File: config.mk
export PLATFORM = sky130hd
export DESIGN_NAME = ddr4_cmd_addr_pin_decode
export DESIGN_NICKNAME = d
export VERILOG_FILES = /design/src/hdl/ddr4_cmd_pkg.sv /design/src/hdl/ddr4_cmd_addr_pin_decode.sv
export SDC_FILE = /design/constraint.sdc
export NUM_CORES = 1
export LEC_CHECK = 0
export ABC_AREA = 1
export BUFFER_PORTS_ARGS = -buffer_cell sky130_fd_sc_hd__buf_4
export CELL_PAD_IN_SITES_DETAIL_PLACEMENT = 0
export CELL_PAD_IN_SITES_GLOBAL_PLACEMENT = 1
export CORE_MARGIN = 1
export CORE_UTILIZATION = 44
export DETAILED_ROUTE_END_ITERATION = 10
export PLACE_DENSITY_LB_ADDON = 0.05
export SKIP_CTS_REPAIR_TIMING = 1
export SYNTH_ARGS = -nofsm -noshare
export SYNTH_HDL_FRONTEND = slang
export SYNTH_SLANG_ARGS = --single-unit
File: constraint.sdc
create_clock -name mclk -period 19.3 [get_ports mclk]
set_input_delay 1.93 -clock mclk [delete_from_list [all_inputs] [get_ports mclk]]
set_output_delay 1.93 -clock mclk [all_outputs]
set_load 0.01 [all_outputs]
File: src/hdl/ddr4_cmd_pkg.sv
package ddr4_cmd_pkg;
	// address pins that are not multiplexed with command pins
	localparam int ADDR_W      = 14;
	localparam int ROW_W       = 17;
	localparam int DQ_W        = 16;
	localparam int LANES       = 2;
	localparam int BANKS       = 8;
	localparam int SYNC_STAGES = 3;
	// field positions in the address word
	localparam int AUTOPRE_POS = 10;
	localparam int CHOP_POS    = 12;
	// mode_reg_five opcode bits steering the shared mask pin
	localparam int MR5_DM_POS     = 10;
	localparam int MR5_WR_DBI_POS = 11;
	localparam int MR5_RD_DBI_POS = 12;
	// zero count above which a read byte is sent inverted
	localparam logic [3:0] DBI_ZERO_LIMIT = 4'h4;
	// non-activate command codes on {row strobe, col strobe, write enable}
	localparam logic [2:0] CODE_MRS = 3'h0;
	localparam logic [2:0] CODE_REF = 3'h1;
	localparam logic [2:0] CODE_PRE = 3'h2;
	localparam logic [2:0] CODE_WR  = 3'h4;
	localparam logic [2:0] CODE_RD  = 3'h5;

	typedef enum logic [2:0] {cmd_none, cmd_act, cmd_rd, cmd_wr, cmd_pre, cmd_mrs,
		cmd_ref, cmd_other} cmd_kind_e;
	typedef enum logic [1:0] {pwr_active, pwr_pre_pd, pwr_act_pd, pwr_self_refresh} pwr_state_e;

	// command/address pins, sampled together
	typedef struct packed {
		logic              cs_n;
		logic              activate_n;
		logic              row_strobe_or_addr_hi;
		logic              col_strobe_or_addr_mid;
		logic              write_en_or_addr_lo;
		logic              group_sel;
		logic [1:0]        bank_sel;
		logic [ADDR_W-1:0] addr_bus;
	} ca_bus_s;

	// every pin that crosses into the mclk domain
	typedef struct packed {
		logic              ck_t;
		logic              ck_c;
		logic              cke;
		logic              term_ctl_in;
		ca_bus_s           ca;
		logic [LANES-1:0]  mask_n;
		logic [LANES-1:0]  strobe;
		logic [DQ_W-1:0]   dq;
	} pin_s;

	// one decoded command
	typedef struct packed {
		logic              valid;
		cmd_kind_e         kind;
		logic              group_sel;
		logic [1:0]        bank_sel;
		logic [ROW_W-1:0]  row;
		logic [ADDR_W-1:0] col;
		logic              autopre;
		logic              chop;
		logic              all_banks;
	} cmd_out_s;
endpackage : ddr4_cmd_pkg

File: src/hdl/ddr4_cmd_addr_pin_decode.sv
`timescale 1ns/100ps
module ddr4_cmd_addr_pin_decode
	import ddr4_cmd_pkg::*;
(
	input  wire logic              mclk,
	input  wire logic              reset,
	input  wire logic              dev_reset_n,
	input  wire pin_s              pins,
	input  wire logic              nominal_termination_enable,
	input  wire logic [ADDR_W-1:0] mode_reg_five,
	input  wire logic              rd_valid,
	input  wire logic [DQ_W-1:0]   rd_data,
	output      cmd_out_s          cmd_ff,
	output      pwr_state_e        pwr_state_ff,
	output      logic              core_clk_en_ff,
	output      logic              ck_buf_en_ff,
	output      logic              ca_buf_en_ff,
	output      logic              term_buf_en_ff,
	output      logic              term_on_ff,
	output      logic [BANKS-1:0]  open_banks_ff,
	output      logic [LANES-1:0]  wr_beat_valid_ff,
	output      logic [DQ_W-1:0]   wr_beat_data_ff,
	output      logic [DQ_W-1:0]   dq_o_ff,
	output      logic              dq_oe_ff,
	output      logic [LANES-1:0]  invert_o_n_ff,
	output      logic              invert_oe_ff
);
	// either reset source clears the block
	logic rst_any;
	assign rst_any = reset | ~dev_reset_n;
	// counts zero bits of a byte above the inversion limit
	function automatic logic many_zeros(input logic [7:0] b);
		logic [3:0] n;
		n = 4'h0;
		for (int i = 0; i < 8; i++)
		begin
			n = n + {3'h0, ~b[i]};
		end
		return n > DBI_ZERO_LIMIT;
	endfunction : many_zeros
	// pin synchroniser stages and filtered pin image
	pin_s       sync_ff [SYNC_STAGES];
	pin_s       filt_ff;
	pin_s       nxt_filt;
	pin_s       en_mask;
	logic       ck_prev_ff;
	logic       ck_rise;
	logic [1:0] strobe_prev_ff;
	// buffers that stay live in each power state
	always_comb
	begin
		en_mask = '0;
		en_mask.cke = 1'b1;
		if (pwr_state_ff != pwr_self_refresh)
		begin
			en_mask.ck_t = 1'b1;
			en_mask.ck_c = 1'b1;
			en_mask.term_ctl_in = 1'b1;
		end
		if (pwr_state_ff == pwr_active)
		begin
			en_mask = '1;
		end
		// a bit updates once stages two and three agree and its buffer is live
		nxt_filt = (sync_ff[2] & ~(sync_ff[1] ^ sync_ff[2]) & en_mask)
			| (filt_ff & ((sync_ff[1] ^ sync_ff[2]) | ~en_mask));
	end
	// crossing of true clock high and complement low
	assign ck_rise = filt_ff.ck_t & ~filt_ff.ck_c & ~ck_prev_ff;
	// synchroniser and filter registers
	always_ff @(posedge mclk or posedge rst_any)
	begin
		if (rst_any)
		begin
			sync_ff[0]     <= '0;
			sync_ff[1]     <= '0;
			sync_ff[2]     <= '0;
			filt_ff        <= '0;
			ck_prev_ff     <= 1'b0;
			strobe_prev_ff <= '0;
		end
		else
		begin
			sync_ff[0]     <= pins;
			sync_ff[1]     <= sync_ff[0];
			sync_ff[2]     <= sync_ff[1];
			filt_ff        <= nxt_filt;
			ck_prev_ff     <= filt_ff.ck_t & ~filt_ff.ck_c;
			strobe_prev_ff <= filt_ff.strobe;
		end
	end
	// command decode, bank tracking and power state
	ca_bus_s          ca;
	logic [2:0]       code;
	logic [2:0]       bidx;
	cmd_out_s         nxt_cmd;
	pwr_state_e       nxt_pwr;
	logic [BANKS-1:0] nxt_open;
	logic             nxt_term;
	assign ca   = filt_ff.ca;
	assign code = {ca.row_strobe_or_addr_hi, ca.col_strobe_or_addr_mid, ca.write_en_or_addr_lo};
	assign bidx = {ca.group_sel, ca.bank_sel};
	always_comb
	begin
		nxt_cmd  = '0;
		nxt_pwr  = pwr_state_ff;
		nxt_open = open_banks_ff;
		nxt_term = term_on_ff & nominal_termination_enable;
		// fields carried with every command
		nxt_cmd.group_sel = ca.group_sel;
		nxt_cmd.bank_sel  = ca.bank_sel;
		nxt_cmd.row       = {code, ca.addr_bus};
		nxt_cmd.col       = ca.addr_bus;
		nxt_cmd.kind      = cmd_none;
		if (ck_rise && pwr_state_ff != pwr_self_refresh)
		begin
			// termination follows its pin unless disabled by nominal_termination_enable
			nxt_term = filt_ff.term_ctl_in & nominal_termination_enable;
		end
		unique case (pwr_state_ff)
			pwr_active:
			begin
				if (ck_rise && !ca.cs_n)
				begin
					nxt_cmd.valid = 1'b1;
					if (!ca.activate_n)
					begin
						nxt_cmd.kind   = cmd_act;
						nxt_open[bidx] = 1'b1;
					end
					else
					begin
						// multiplexed pins read as a command code
						unique case (code)
							CODE_RD:  nxt_cmd.kind = cmd_rd;
							CODE_WR:  nxt_cmd.kind = cmd_wr;
							CODE_PRE: nxt_cmd.kind = cmd_pre;
							CODE_MRS: nxt_cmd.kind = cmd_mrs;
							CODE_REF: nxt_cmd.kind = cmd_ref;
							default:  nxt_cmd.kind = cmd_other;
						endcase
					end
					if (nxt_cmd.kind == cmd_rd || nxt_cmd.kind == cmd_wr)
					begin
						nxt_cmd.autopre = ca.addr_bus[AUTOPRE_POS];
						nxt_cmd.chop    = ~ca.addr_bus[CHOP_POS];
						if (ca.addr_bus[AUTOPRE_POS])
						begin
							nxt_open[bidx] = 1'b0;
						end
					end
					if (nxt_cmd.kind == cmd_pre)
					begin
						nxt_cmd.all_banks = ca.addr_bus[AUTOPRE_POS];
						if (ca.addr_bus[AUTOPRE_POS])
						begin
							nxt_open = '0;
						end
						else
						begin
							nxt_open[bidx] = 1'b0;
						end
					end
				end
				// gating low picks the power-down flavour
				if (ck_rise && !filt_ff.cke)
				begin
					if (!ca.cs_n && ca.activate_n && code == CODE_REF)
					begin
						nxt_pwr = pwr_self_refresh;
					end
					else if (|open_banks_ff)
					begin
						nxt_pwr = pwr_act_pd;
					end
					else
					begin
						nxt_pwr = pwr_pre_pd;
					end
				end
			end
			pwr_pre_pd, pwr_act_pd:
			begin
				if (ck_rise && filt_ff.cke)
				begin
					nxt_pwr = pwr_active;
				end
			end
			pwr_self_refresh:
			begin
				// exit seen on the gating pin alone
				if (filt_ff.cke)
				begin
					nxt_pwr = pwr_active;
				end
			end
		endcase
	end
	// command, power state and buffer enable registers
	always_ff @(posedge mclk or posedge rst_any)
	begin
		if (rst_any)
		begin
			cmd_ff         <= '0;
			pwr_state_ff   <= pwr_active;
			open_banks_ff  <= '0;
			term_on_ff     <= 1'b0;
			core_clk_en_ff <= 1'b1;
			ck_buf_en_ff   <= 1'b1;
			ca_buf_en_ff   <= 1'b1;
			term_buf_en_ff <= 1'b1;
		end
		else
		begin
			cmd_ff         <= nxt_cmd;
			pwr_state_ff   <= nxt_pwr;
			open_banks_ff  <= nxt_open;
			term_on_ff     <= nxt_term;
			core_clk_en_ff <= nxt_pwr == pwr_active;
			ck_buf_en_ff   <= nxt_pwr != pwr_self_refresh;
			ca_buf_en_ff   <= nxt_pwr == pwr_active;
			term_buf_en_ff <= nxt_pwr != pwr_self_refresh;
		end
	end
	// write beats and read drive, one generate lane per byte
	logic [LANES-1:0] nxt_wvalid;
	logic [DQ_W-1:0]  nxt_wdata;
	logic [DQ_W-1:0]  nxt_dq;
	logic [LANES-1:0] nxt_inv_n;
	logic             dm_mode;
	logic             wr_dbi;
	logic             rd_dbi;
	logic             drive;
	assign dm_mode = mode_reg_five[MR5_DM_POS];
	assign wr_dbi  = mode_reg_five[MR5_WR_DBI_POS];
	assign rd_dbi  = mode_reg_five[MR5_RD_DBI_POS];
	assign drive   = rd_valid & (pwr_state_ff == pwr_active);
	for (genvar g = 0; g < LANES; g++)
	begin : g_lane
		logic       edge_seen;
		logic       inv_in;
		logic       inv_out;
		logic [7:0] din;
		assign din       = filt_ff.dq[8*g +: 8];
		assign edge_seen = (filt_ff.strobe[g] ^ strobe_prev_ff[g]) & ca_buf_en_ff;
		assign inv_in    = wr_dbi & ~dm_mode & ~filt_ff.mask_n[g];
		assign inv_out   = rd_dbi & many_zeros(rd_data[8*g +: 8]);
		// both strobe edges carry a beat; masked beats are dropped
		assign nxt_wvalid[g] = edge_seen & ~(dm_mode & ~filt_ff.mask_n[g]);
		assign nxt_wdata[8*g +: 8] = inv_in ? ~din : din;
		assign nxt_dq[8*g +: 8]    = inv_out ? ~rd_data[8*g +: 8] : rd_data[8*g +: 8];
		assign nxt_inv_n[g]        = ~inv_out;
	end
	// data path registers
	always_ff @(posedge mclk or posedge rst_any)
	begin
		if (rst_any)
		begin
			wr_beat_valid_ff <= '0;
			wr_beat_data_ff  <= '0;
			dq_o_ff          <= '0;
			dq_oe_ff         <= 1'b0;
			invert_o_n_ff    <= '1;
			invert_oe_ff     <= 1'b0;
		end
		else
		begin
			wr_beat_valid_ff <= nxt_wvalid;
			wr_beat_data_ff  <= nxt_wdata;
			dq_o_ff          <= drive ? nxt_dq : '0;
			dq_oe_ff         <= drive;
			invert_o_n_ff    <= drive ? nxt_inv_n : '1;
			invert_oe_ff     <= drive & rd_dbi;
		end
	end
endmodule : ddr4_cmd_addr_pin_decode

# Word level (Yosys, flattened, before mapping)

Cells that the tools add are included.

Input bits: 81
Logic and storage cells: 228
Output and inout port bits: 94
Bits in registers: 279

$add $sub $neg: 14
Bitwise gates (word level): 63
Equality and inequality tests: 12
Reductions and logical operators: 16
$lt $le $gt $ge: 4
Multiplexer cells: 37

Operators by type and width:

| operator             | count |
|---|---|
| $and A46 B46 Y46     | 3 |
| $mux W8              | 13 |
| $not A46 Y46         | 2 |
| $or A46 B46 Y46      | 2 |
| $mux W46             | 1 |
| $xor A46 B46 Y46     | 1 |
| $not A8 Y8           | 5 |
| $add A4 B1 Y4        | 8 |
| $not A1 Y1           | 27 |
| $and A1 B1 Y1        | 17 |
| $and A8 B8 Y8        | 2 |
| $mux W16             | 1 |
| $mux W2              | 8 |
| $mux W3              | 5 |
| $pmux W3 S5          | 1 |
| $eq A3 B2 Y1 const B | 3 |
| $eq A3 B3 Y1 const B | 3 |
| $add A3 B1 Y4        | 2 |
| $gt A4 B3 Y1 const B | 2 |
| $mux W4              | 2 |
| $or A8 B8 Y8         | 1 |
| $reduce_or A8 Y1     | 1 |
| $logic_and A1 B1 Y1  | 7 |
| $add A2 B1 Y3        | 2 |
| other kinds (18)     | 27 |

# Depth between registers and ports, before layout

Gate-level depths: netlist of run 1.

Depth after elaboration: 16
Mapped depth: 13
Mapped depth without buffers: 12

# Least setup slack after synthesis of run 1

No wires, ideal clock.

Path type: input to register
Start: in rd_data[0]
End: reg dq_o_ff[0]
Required time: 19181 ps
Buffers on the path: 1
Setup time: 119 ps
Stages: 12
Setup slack: 14434 ps
Arrival: 4747 ps
Path through: fa_1 -> inv_1 -> fa_1 -> fa_1 -> ha_1 -> fa_1 -> or2_1 -> nand2_1 -> nand2_2 -> buf_6 -> a21oi_1 -> nor2_1

Word-level cells in the longest chain between the ends: 12
Elaborated cells between the ends (all ways): 13
Those cells by class: add/sub (7); order compare (1); mux (2); bitwise (3)

Ends and longest elaborated chain:

| item                       | line                            | text |
|---|---|---|
| start, declared            | ddr4_cmd_addr_pin_decode.sv:12  | `input wire logic [DQ_W-1:0] rd_data,` |
| $not A1 Y1                 | ddr4_cmd_addr_pin_decode.sv:37  | `n = n + {3'h0, ~b[i]};` |
| $add A1 B1 Y2              | ddr4_cmd_addr_pin_decode.sv:37  |  |
| $add A2 B1 Y3              | ddr4_cmd_addr_pin_decode.sv:37  |  |
| $add A3 B1 Y4              | ddr4_cmd_addr_pin_decode.sv:37  |  |
| $add A4 B1 Y4 (4 in a row) | ddr4_cmd_addr_pin_decode.sv:37  |  |
| $gt A4 B3 Y1               | ddr4_cmd_addr_pin_decode.sv:39  | `return n > DBI_ZERO_LIMIT;` |
| $and A1 B1 Y1              | ddr4_cmd_addr_pin_decode.sv:247 | `assign inv_out = rd_dbi & many_zeros(rd_data[8*g +: 8]);` |
| $mux W8 *                  | ddr4_cmd_addr_pin_decode.sv:251 | `assign nxt_dq[8*g +: 8] = inv_out ? ~rd_data[8*g +: 8] : rd_data[8*g +: 8];` |
| $mux W16 *                 | ddr4_cmd_addr_pin_decode.sv:270 | `dq_o_ff <= drive ? nxt_dq : '0;` |
| end signal, assigned       | ddr4_cmd_addr_pin_decode.sv:270 |  |
| end, declared              | ddr4_cmd_addr_pin_decode.sv:23  | `output logic [DQ_W-1:0] dq_o_ff,` |

Mark *: on every way between the ends. The rest lies on a longest branch, timed or not.
A chain may end at the register's enable or synchronous reset.

# Worst setup path in the final report of run 1

Start: in rd_data[8]
End: reg dq_o_ff[9]

Word-level cells in the longest chain between the ends: 12

Ends and longest elaborated chain:

| item                       | line |
|---|---|
| $not A1 Y1                 | ddr4_cmd_addr_pin_decode.sv:37 |
| $add A1 B1 Y2              | ddr4_cmd_addr_pin_decode.sv:37 |
| $add A2 B1 Y3              | ddr4_cmd_addr_pin_decode.sv:37 |
| $add A3 B1 Y4              | ddr4_cmd_addr_pin_decode.sv:37 |
| $add A4 B1 Y4 (4 in a row) | ddr4_cmd_addr_pin_decode.sv:37 |
| $gt A4 B3 Y1               | ddr4_cmd_addr_pin_decode.sv:39 |
| $and A1 B1 Y1              | ddr4_cmd_addr_pin_decode.sv:247 |
| $mux W8                    | ddr4_cmd_addr_pin_decode.sv:251 |
| $mux W16                   | ddr4_cmd_addr_pin_decode.sv:270 |

No other way between the ends.

==> out/metrics.csv, run 1 <==
metric;value;unit
WL/cell;14.4;um
XOR/XNOR Fraction of Synth Area;0.0186;
HP Start;sync_ff[117];
initial antenna violation count;0;
fraction of the yosys area taken by sequential cells;0.705;
FF-to-FF Start;pwr_state_ff[0];
IR Drop Worst-Case VDD;0.0000634;V
main combinational cell family by area after synthesis;simple AND/OR/NAND/NOR gates;
setup TNS;0;ps
Hold WS;345;ps
top cell type's share of synthesized area;0.694;
Remaining DRCs;0;
row cnt;53;
Tcrit/Tclk final;0.237;
Cell variety after synth;32;
layout cells sized above 1;0.249;
DRT iter0 DRCs;181;
gate count after technology mapping;735;
outcome;finished clean;
total clock sinks;265;
dpl hpwl;11000;um
drt total wl;17100;um
post-synthesis cell area;9410;um^2
vias in the first global route;5792;
final instance area;11900;um^2
Post-Synth Simple-Gate Area;0.104;
Via density;4.69;
worst slew pin tran;1040;ps
Final setup viols;0;
Psw;0.529;mW
port bufs;163;
top cells by area, synth;dfrtp_1, ha_1, nand2_1;
H-tree levels;1;
Combinational Power Share;0.247;
Fin Clk Skew;13.8;ps
CTS Buf Count;28;
DIE AREA;22000;um^2
clk buf depth;3;
final hold viol count;0;
first-pass GRT wire length;28600;um
commonest non-fill, non-tap cell in the layout;dfrtp_1;
area grow syn2layout;26.1;%
Setup Crit Path Kind;in2reg;
YS warnings;0;
Nets;1041;
fmax;218;MHz
global-route usage over all layers;0.163;
mux share of post-synthesis cell area;0;
DRT Pass-1 Iters;4;
post-route ant nets;0;
placed cell area;10800;um^2
total number of vias;5594;
slowest stage delay, CP;530;ps
clock root buffer;clkbuf_16;
Crit-path slowest cell;fa_1;
final core occ;0.564;
Crit Path Max Fanout;17;
Worst setup SP type;input pin;
Tot Pwr;1.77;mW
worst path cell trace;buf_4, fa_1, inv_1, fa_1, fa_1, ha_1, fa_1, or2_1, nand2_1, nand2_2, a21oi_1, nor2_1;
GPL Wtd Cong;0.750;
Die Y;148;um
core area;21000;um^2
number of diodes;0;
Horiz. Die Dim;148;um
internal power;1.24;mW
Clock Latency Late Sink;520;ps
clock share of power;0.329;
Adder-Cell Fraction of Synth Area;0.0885;
commonest cells after routing, fill and taps aside;dfrtp_1, buf_4, nand2_1;
Slew Viols, Final;0;
pin count of the biggest net entering global routing;189;
total global routing overflow;0;
power per cell area;150;nW/um^2
synthesized flop and latch total;265;
Critical Path RT;19710;ps
area leader, netlist;dfrtp_1;
Avg Cell Area, Syn;12.8;um^2
Hold Crit Class;reg2reg;
Compound-Gate Fraction of Synth Area;0.0447;
Slew headroom;0.305;
Final min period;4580;ps
CP Launch Point;rd_data[8];
RSZ-0062 raised after global routing;no;
post-synthesis net count;877;
Critical Path AT;4990;ps
crit end category;register;
Lkg Pwr;6.10;nW
Top-Level Pins;175;
CTS tree;built;
maxcap violations;0;
Sw Ratio;0.298;
CP dominant cell by count;fa_1;
clk slew on worst S/H paths;60;ps
Initial Util;0.448;
Flop pwr share;0.424;
## worst max-delay path: cells and delay by family
kind                       cells  cell delay, ps
buffers and inverters          2             170
AOI/OAI and AO/OA              1             200
and+or+nand+nor                4             560
adders and majority gates      5            2120
## per-layer routing
layer | share of wire | GRT usage
met2 | 0.48 | 0.268
met3 | 0.070 | 0.0479
met4 | 0.019 | 0.0454
met5 | 0 | 0
met1 | 0.43 | 0.212
## cells by family (layout without fill, tap and decap cells)
family	after synthesis	count (layout)
compound gates	78	78
flops	265	265
fa+ha+maj	62	62
simple gates	235	235
xor+xnor	20	20
buf+inv	75	259
## power groups by stage
stage | Sequential [mW] | Clock [mW] | Combinational, mW
detailed placement | 0.764 | 0 | 0.450
global route | 0.769 | 0.624 | 0.493
global placement | 0.757 | 0 | 0.435
floorplan | 0.774 | 0 | 0.246
finish | 0.752 | 0.584 | 0.438
CTS | 0.755 | 0.604 | 0.450
## area by class of cell
class | count | area (um^2)
Clock buffer | 37 | 826
Sequential cell | 265 | 6640
Timing Repair Buffer | 166 | 1260
Multi-Input combinational cell | 395 | 2420
Fill cell | 1763 | 9160
Tap cell | 275 | 344
Inverter | 43 | 161
Clock inverter | 13 | 215
## registers in the layout (all words and copies together) (netlist names), 2 cells and up, named ones only
register,flops
invert_o_n_ff,2
wr_beat_data_ff,16
open_banks_ff,8
cmd_ff,27
pwr_state_ff,2
bidx,3
sync_ff,138
filt_ff,23
ca,19
strobe_prev_ff,2
wr_beat_valid_ff,2
dq_o_ff,16
## cells in the mapped netlist
| cell type | instances |
|---|---|
| dfrtp_1 | 261 |
| nand2_1 | 145 |
| nor2_1 | 54 |
| ha_1 | 53 |
| inv_1 | 41 |
| o21ai_0 | 35 |
| nand3_1 | 22 |
| a21oi_1 | 19 |
| xnor2_1 | 18 |
| buf_4 | 17 |
| o21ai_1 | 12 |
| clkbuf_1 | 11 |
| o21bai_1 | 9 |
| fa_1 | 8 |
| dfstp_2 | 4 |
| nand2_4 | 3 |
| a211oi_1 | 2 |
| buf_2 | 2 |
| buf_6 | 2 |
| nand2_2 | 2 |
| nand4_1 | 2 |
| or2_1 | 2 |
| xor2_1 | 2 |
| and3_1 | 1 |
| clkinv_1 | 1 |
| inv_2 | 1 |
| maj3_1 | 1 |
| nand3_4 | 1 |
| nor2_8 | 1 |
| nor3_1 | 1 |
| nor4_1 | 1 |
| o31ai_1 | 1 |
## metrics by stage
stage	setup WS (ps)	instances
CTS	14720	1194
finish	14720	1194
global route	14530	1194
floorplan	1360	735
global placement	14230	1144
detailed placement	14140	1144
## final timing paths
check,slack [ps],depth (start not counted),to
worst max-delay path,14720,12,dq_o_ff[9]
max in group asynchronous,15980,4,ca[13]
worst min-delay path,340,0,sync_ff[71]
worst max register to register,16920,8,term_buf_en_ff
worst min register to register,340,0,sync_ff[71]
min in group asynchronous,1700,4,ca[6]
No activity file was read; power rests on OpenSTA's default activity.
==> run 2, diff against run 1 <==
--- a/config.mk
+++ b/config.mk
@@ -10,7 +10,7 @@
 export CELL_PAD_IN_SITES_DETAIL_PLACEMENT = 0
 export CELL_PAD_IN_SITES_GLOBAL_PLACEMENT = 1
 export CORE_MARGIN = 1
-export CORE_UTILIZATION = 44
+export CORE_UTILIZATION = 40
 export DETAILED_ROUTE_END_ITERATION = 10
 export PLACE_DENSITY_LB_ADDON = 0.05
 export SKIP_CTS_REPAIR_TIMING = 1
==> constraint.sdc (replaced) <==
create_clock -name mclk -period 3.67 [get_ports mclk]
set_input_delay 0.367 -clock mclk [delete_from_list [all_inputs] [get_ports mclk]]
set_output_delay 0.367 -clock mclk [all_outputs]
set_load 0.01 [all_outputs]
==> out/metrics.csv, run 2 (synthesis results as in run 1) <==
metric;value;unit;change
Worst setup SP type;input pin;;
pin count of the biggest net entering global routing;56;;-70%
clk slew on worst S/H paths;60;ps;about the same
Die Y;155;um;+4.8%
Top Registers;sync_ff: 138 flops, cmd_ff: 27 flops, filt_ff: 23 flops;;
crit end category;register;;
Initial Util;0.412;;-0.0358
maxcap violations;0;;unchanged
total clock sinks;265;;unchanged
CP dominant cell by count;fa_1;;
dpl hpwl;12000;um;+8.8%
Crit Path Max Fanout;17;;unchanged
Horiz. Die Dim;155;um;+4.8%
RSZ-0062 raised after global routing;no;;
Via density;4.52;;-3.6%
Placed Cells;1191;;+4.1%
IR Drop Worst-Case VDD;0.000379;V;+500%
slowest stage delay, CP;540;ps;about the same
Slew headroom;0.273;;-0.0318
initial antenna violation count;0;;unchanged
row cnt;55;;+3.8%
commonest cells after routing, fill and taps aside;dfrtp_1, buf_4, nand2_1;;
Hold Crit Class;in2reg;;
GPL Wtd Cong;0.790;;+5.3%
clock root buffer;clkbuf_16;;
DIE AREA;24100;um^2;+9.9%
Remaining DRCs;0;;unchanged
Lkg Pwr;6.32;nW;+3.5%
CP Launch Point;rd_data[8];;
port bufs;163;;unchanged
layout cells sized above 1;0.244;;-0.00533
setup TNS;0;ps;unchanged
Top reg by flops;sync_ff;;
Top-Level Pins;175;;unchanged
worst slew pin tran;1090;ps;+45.1 ps
Largest register FFs;138;;unchanged
FILL cells;2000;;+13%
commonest non-fill, non-tap cell in the layout;dfrtp_1;;
Crit-path slowest cell;fa_1;;
r2r setup slk;1540;ps;-15380 ps
outcome;finished clean;;
WL/cell;14.2;um;-0.96%
Clock Latency Late Sink;530;ps;about the same
DRT Pass-1 Iters;5;;+1
post-route ant nets;0;;unchanged
first-pass GRT wire length;29900;um;+4.6%
Tcrit/Tclk final;0.835;;
FF-to-FF Start;pwr_state_ff[0];;
Critical Path AT;3480;ps;-1510 ps
clk buf depth;3;;unchanged
DRT iter0 DRCs;184;;+1.7%
total global routing overflow;0;;unchanged
Critical Path RT;4080;ps;-15630 ps
global-route usage over all layers;0.156;;-0.00788
Post-Layout Cell Count;1289;;+8.0%
final hold viol count;0;;unchanged
CTS tree;built;;
worst path cell trace;buf_4, fa_1, inv_1, fa_1, fa_1, ha_1, fa_1, or2_1, nand2_1, nand2_2, a21oi_1, nor2_1;;
Final min period;3060;ps;
number of diodes;0;;unchanged
core area;22800;um^2;+8.7%
Final setup viols;0;;unchanged
Fin Clk Skew;13.8;ps;-0.0598 ps
drt total wl;18300;um;+6.9%
Nets;1096;;+5.3%
CTS Buf Count;28;;unchanged
Worst Path Buf+Inv;2;;unchanged
Setup Crit Path Kind;in2reg;;
delay-heaviest family, CP;adder cells;;
H-tree levels;1;;unchanged
power per cell area;744;nW/um^2;+400%
Slew Viols, Final;0;;unchanged
fmax;326;MHz;
Hold WS;43.8;ps;-301 ps
total number of vias;5823;;+4.1%
area grow syn2layout;32.1;%;
HP Start;mode_reg_five[10];;
vias in the first global route;5988;;+3.4%
run 2: cell type report:
class	count	area [um^2]	share of cell area
well taps	313	392	0.0315
multi-input cells	395	2420	0.195
flip-flops and latches	265	6640	0.534
clock inverters	11	135	0.0109
clock buffers	41	851	0.0684
inverters	43	174	0.0140
repair buffers	221	1820	0.147
run 2: layer usage:
layer	global-route usage	up-vias	routed length (um)	share of wire
met2	0.260	146	8780	0.48
met3	0.0479	30	1230	0.067
met4	0.0448	0	427	0.023
li1	-	2777	-	-
met1	0.195	2870	7880	0.43
met5	0	-	0	0
run 2: path summary, 6_finish.rpt:
path | cells after the start | to
max in group asynchronous | 4 | term_buf_en_ff
min in group asynchronous | 2 | sync_ff[120]
hold reg to reg | 0 | sync_ff[73]
hold / removal | 2 | wr_beat_valid_ff[0]
setup / recovery | 12 | dq_o_ff[8]
setup reg to reg | 8 | open_banks_ff[1]
run 2: metrics by stage:
stage	setup WS (ps)	total power [mW]	utilization	area, um^2
detailed placement	58.4	6.40	0.481	11000
finish	606	9.25	0.544	12400
floorplan	-2000	5.36	-	9430
global placement	152	6.30	0.481	11000
CTS	638	9.38	0.524	12000
global route	438	9.85	0.544	12400
run 2: power breakdown:
group	internal [mW]	total, mW	leakage [nW]	switching (mW)
Combinational	1.03	2.39	2.52	1.36
Clock	1.81	2.92	0.486	1.11
Sequential	3.58	3.95	3.31	0.371
Total	6.42	9.25	6.32	2.84
==> run 3, diff against run 2 <==
--- a/config.mk
+++ b/config.mk
@@ -5,12 +5,12 @@
 export SDC_FILE = /design/constraint.sdc
 export NUM_CORES = 1
 export LEC_CHECK = 0
-export ABC_AREA = 1
+export ABC_AREA = 0
 export BUFFER_PORTS_ARGS = -buffer_cell sky130_fd_sc_hd__buf_4
 export CELL_PAD_IN_SITES_DETAIL_PLACEMENT = 0
 export CELL_PAD_IN_SITES_GLOBAL_PLACEMENT = 1
 export CORE_MARGIN = 1
-export CORE_UTILIZATION = 40
+export CORE_UTILIZATION = 45
 export DETAILED_ROUTE_END_ITERATION = 10
 export PLACE_DENSITY_LB_ADDON = 0.05
 export SKIP_CTS_REPAIR_TIMING = 1
==> constraint.sdc (replaced) <==
create_clock -name mclk -period 3 [get_ports mclk]
set_input_delay 0.3 -clock mclk [delete_from_list [all_inputs] [get_ports mclk]]
set_output_delay 0.3 -clock mclk [all_outputs]
set_load 0.01 [all_outputs]
==> out/metrics.csv, run 3 <==
metric;value;unit;change
total global routing overflow;0;;unchanged
global-route usage over all layers;0.167;;+0.0119
multi-input logic area;2800;um^2;+16%
number of flops mapped to enable cells by yosys;0;;unchanged
Slew headroom;0.571;;+0.298
Flop pwr share;0.433;;+0.006
pin count of the biggest net entering global routing;70;;+25%
Initial Util;0.459;;+0.0475
dpl hpwl;12100;um;+0.36%
outcome;finished clean;;
Clock Latency Late Sink;510;ps;-20 ps
layout cells sized above 1;0.262;;+0.0185
Nets;1057;;-3.6%
Final setup viols;0;;unchanged
Cell variety after synth;42;;+31%
post-synthesis net count;834;;-4.9%
WL/cell;15.2;um;+7.1%
first-pass GRT wire length;29500;um;-1.5%
number of diodes;0;;unchanged
internal power;8.03;mW;+25%
port bufs;163;;unchanged
clock root buffer;clkbuf_16;;
fraction of the yosys area taken by sequential cells;0.685;;-0.0202
Combinational Power Share;0.271;;+0.013
Final min period;2920;ps;
maxcap violations;0;;unchanged
commonest non-fill, non-tap cell in the layout;dfrtp_1;;
area leader, netlist;dfrtp_1;;
Avg Cell Area, Syn;14.0;um^2;+9.3%
Setup Crit Path Kind;in2reg;;
share of synthesized flip-flops with an asynchronous set or reset;1.00;;unchanged
Worst setup SP type;input pin;;
Hold WS;38.6;ps;-5.21 ps
Psw;3.43;mW;+21%
Sw Ratio;0.299;;-0.00750
Fin Clk Skew;9.25;ps;-4.51 ps
top cell type's share of synthesized area;0.674;;-0.0199
Slew Viols, Final;0;;unchanged
Tot Pwr;11.5;mW;+24%
area grow syn2layout;31.4;%;
worst setup margin;77.4;ps;-528 ps
IR Drop Worst-Case VDD;0.000580;V;+53%
RSZ-0062 raised after global routing;yes;;
FF+latch area;6640;um^2;unchanged
DIE AREA;22100;um^2;-8.4%
crit end category;register;;
total clock sinks;265;;unchanged
worst slew pin tran;642;ps;-446 ps
DRT Pass-1 Iters;4;;-1
clk buf depth;3;;unchanged
Remaining DRCs;0;;unchanged
Crit Path Max Fanout;17;;unchanged
Top Registers;sync_ff: 138 flops, cmd_ff: 27 flops, filt_ff: 23 flops;;
clk slew on worst S/H paths;60;ps;about the same
drt total wl;18400;um;+0.45%
CTS Buf Count;27;;-3.6%
vias in the first global route;5910;;-1.3%
CTS tree;built;;
post-route ant nets;0;;unchanged
GPL Wtd Cong;0.825;;+4.4%
power per cell area;900;nW/um^2;+21%
Via density;4.97;;+9.9%
most frequent cells after synthesis;dfrtp_1, ha_1, nand2_1, nand2b_1, a22o_1;;
Place WS;-633;ps;-692 ps
final instance area;12700;um^2;+2.4%
Lkg Pwr;6.22;nW;-1.6%
FILL cells;1672;;-16%
initial antenna violation count;0;;unchanged
final hold viol count;0;;unchanged
gate count after technology mapping;692;;-5.9%
Tcrit/Tclk final;0.974;;
synthesized flop and latch total;265;;unchanged
row cnt;53;;-3.6%
total number of vias;6004;;+3.1%
Die Y;149;um;-4.3%
DRT iter0 DRCs;269;;+46%
most common cell in the netlist;dfrtp_1;;
Largest register FFs;138;;unchanged
H-tree levels;1;;unchanged
Horiz. Die Dim;149;um;-4.3%
Critical Path AT;3300;ps;-180 ps
Top-Level Pins;175;;unchanged
top cells by area, synth;dfrtp_1, ha_1, a22o_1;;
fmax;342;MHz;
Top reg by flops;sync_ff;;
YS warnings;0;;unchanged
Hold Crit Class;in2reg;;
post-synthesis cell area;9690;um^2;+3.0%
clock share of power;0.296;;-0.019
commonest cells after routing, fill and taps aside;dfrtp_1, buf_4, ha_1;;
Critical Path RT;3380;ps;-700 ps
Top FF cell, synth;dfrtp_1;;
placed cell area;11300;um^2;+2.7%
core area;21100;um^2;-7.7%
run 3: through the flow:
stage	util	instances	setup TNS [ps]
finish	0.604	1209	0
global route	0.604	1209	-26.7
CTS	0.579	1159	-1150
detailed placement	0.535	1111	-10810
global placement	0.535	1111	-8840
floorplan	-	692	-700680
run 3: path summary, 6_finish.rpt:
check / startpoint / to / slack [ps] / cells after the start
max reg2reg: pwr_state_ff[0] / dq_o_ff[2] / 1000 / 7
min reg2reg: sync_ff[126] / sync_ff[80] / 340 / 0
min in group asynchronous: dev_reset_n / ca[10] / 420 / 3
max: rd_data[0] / dq_o_ff[2] / 80 / 12
max in group asynchronous: reset / sync_ff[84] / 1380 / 4
min: nominal_termination_enable / term_on_ff / 40 / 2
run 3: cells by family (layout without fill, tap and decap cells):
group           Yosys count  count (layout)  share of synthesized area
flops                   265             265                      0.685
simple gates            169             169                     0.0967
compound gates          115             115                     0.0847
buf+inv                  63             305                     0.0314
fa+ha+maj                62              62                     0.0860
xor+xnor                 18              18                     0.0163
run 3: area by class of cell:
| type | count | area share |
|---|---|---|
| Sequential cell | 265 | 0.521 |
| Timing Repair Buffer | 232 | 0.152 |
| Tap cell | 275 | 0.0270 |
| Multi-Input combinational cell | 364 | 0.220 |
| Clock inverter | 9 | 0.0114 |
| Inverter | 25 | 0.00737 |
| Clock buffer | 39 | 0.0605 |
run 3: worst max-delay path, cell delays in order:
cell,delay (ps)
buf_4,120
fa_1,530
inv_1,50
fa_1,450
fa_1,500
ha_2,190
fa_1,440
o21ai_1,250
nor2_4,60
buf_12,150
a21oi_1,160
o311ai_2,120
run 3: layer usage:
metal  part of all wire  track usage  up-vias
met5                  0            0        -
li1                   -            -     2820
met3              0.060       0.0352       32
met1               0.45        0.231     2968
met4              0.020       0.0495        0
met2               0.47        0.268      184
run 3: power by group through the flow:
stage / Clock (mW) / Combinational, mW / Sequential [mW]
6_report: 3.40 / 3.11 / 4.96
5_1_grt: 3.64 / 3.44 / 5.06
3_5_place_dp: 0 / 3.07 / 5.02
3_3_place_gp: 0 / 2.98 / 4.98
4_1_cts: 3.51 / 3.09 / 4.98
2_1_floorplan: 0 / 1.74 / 5.04
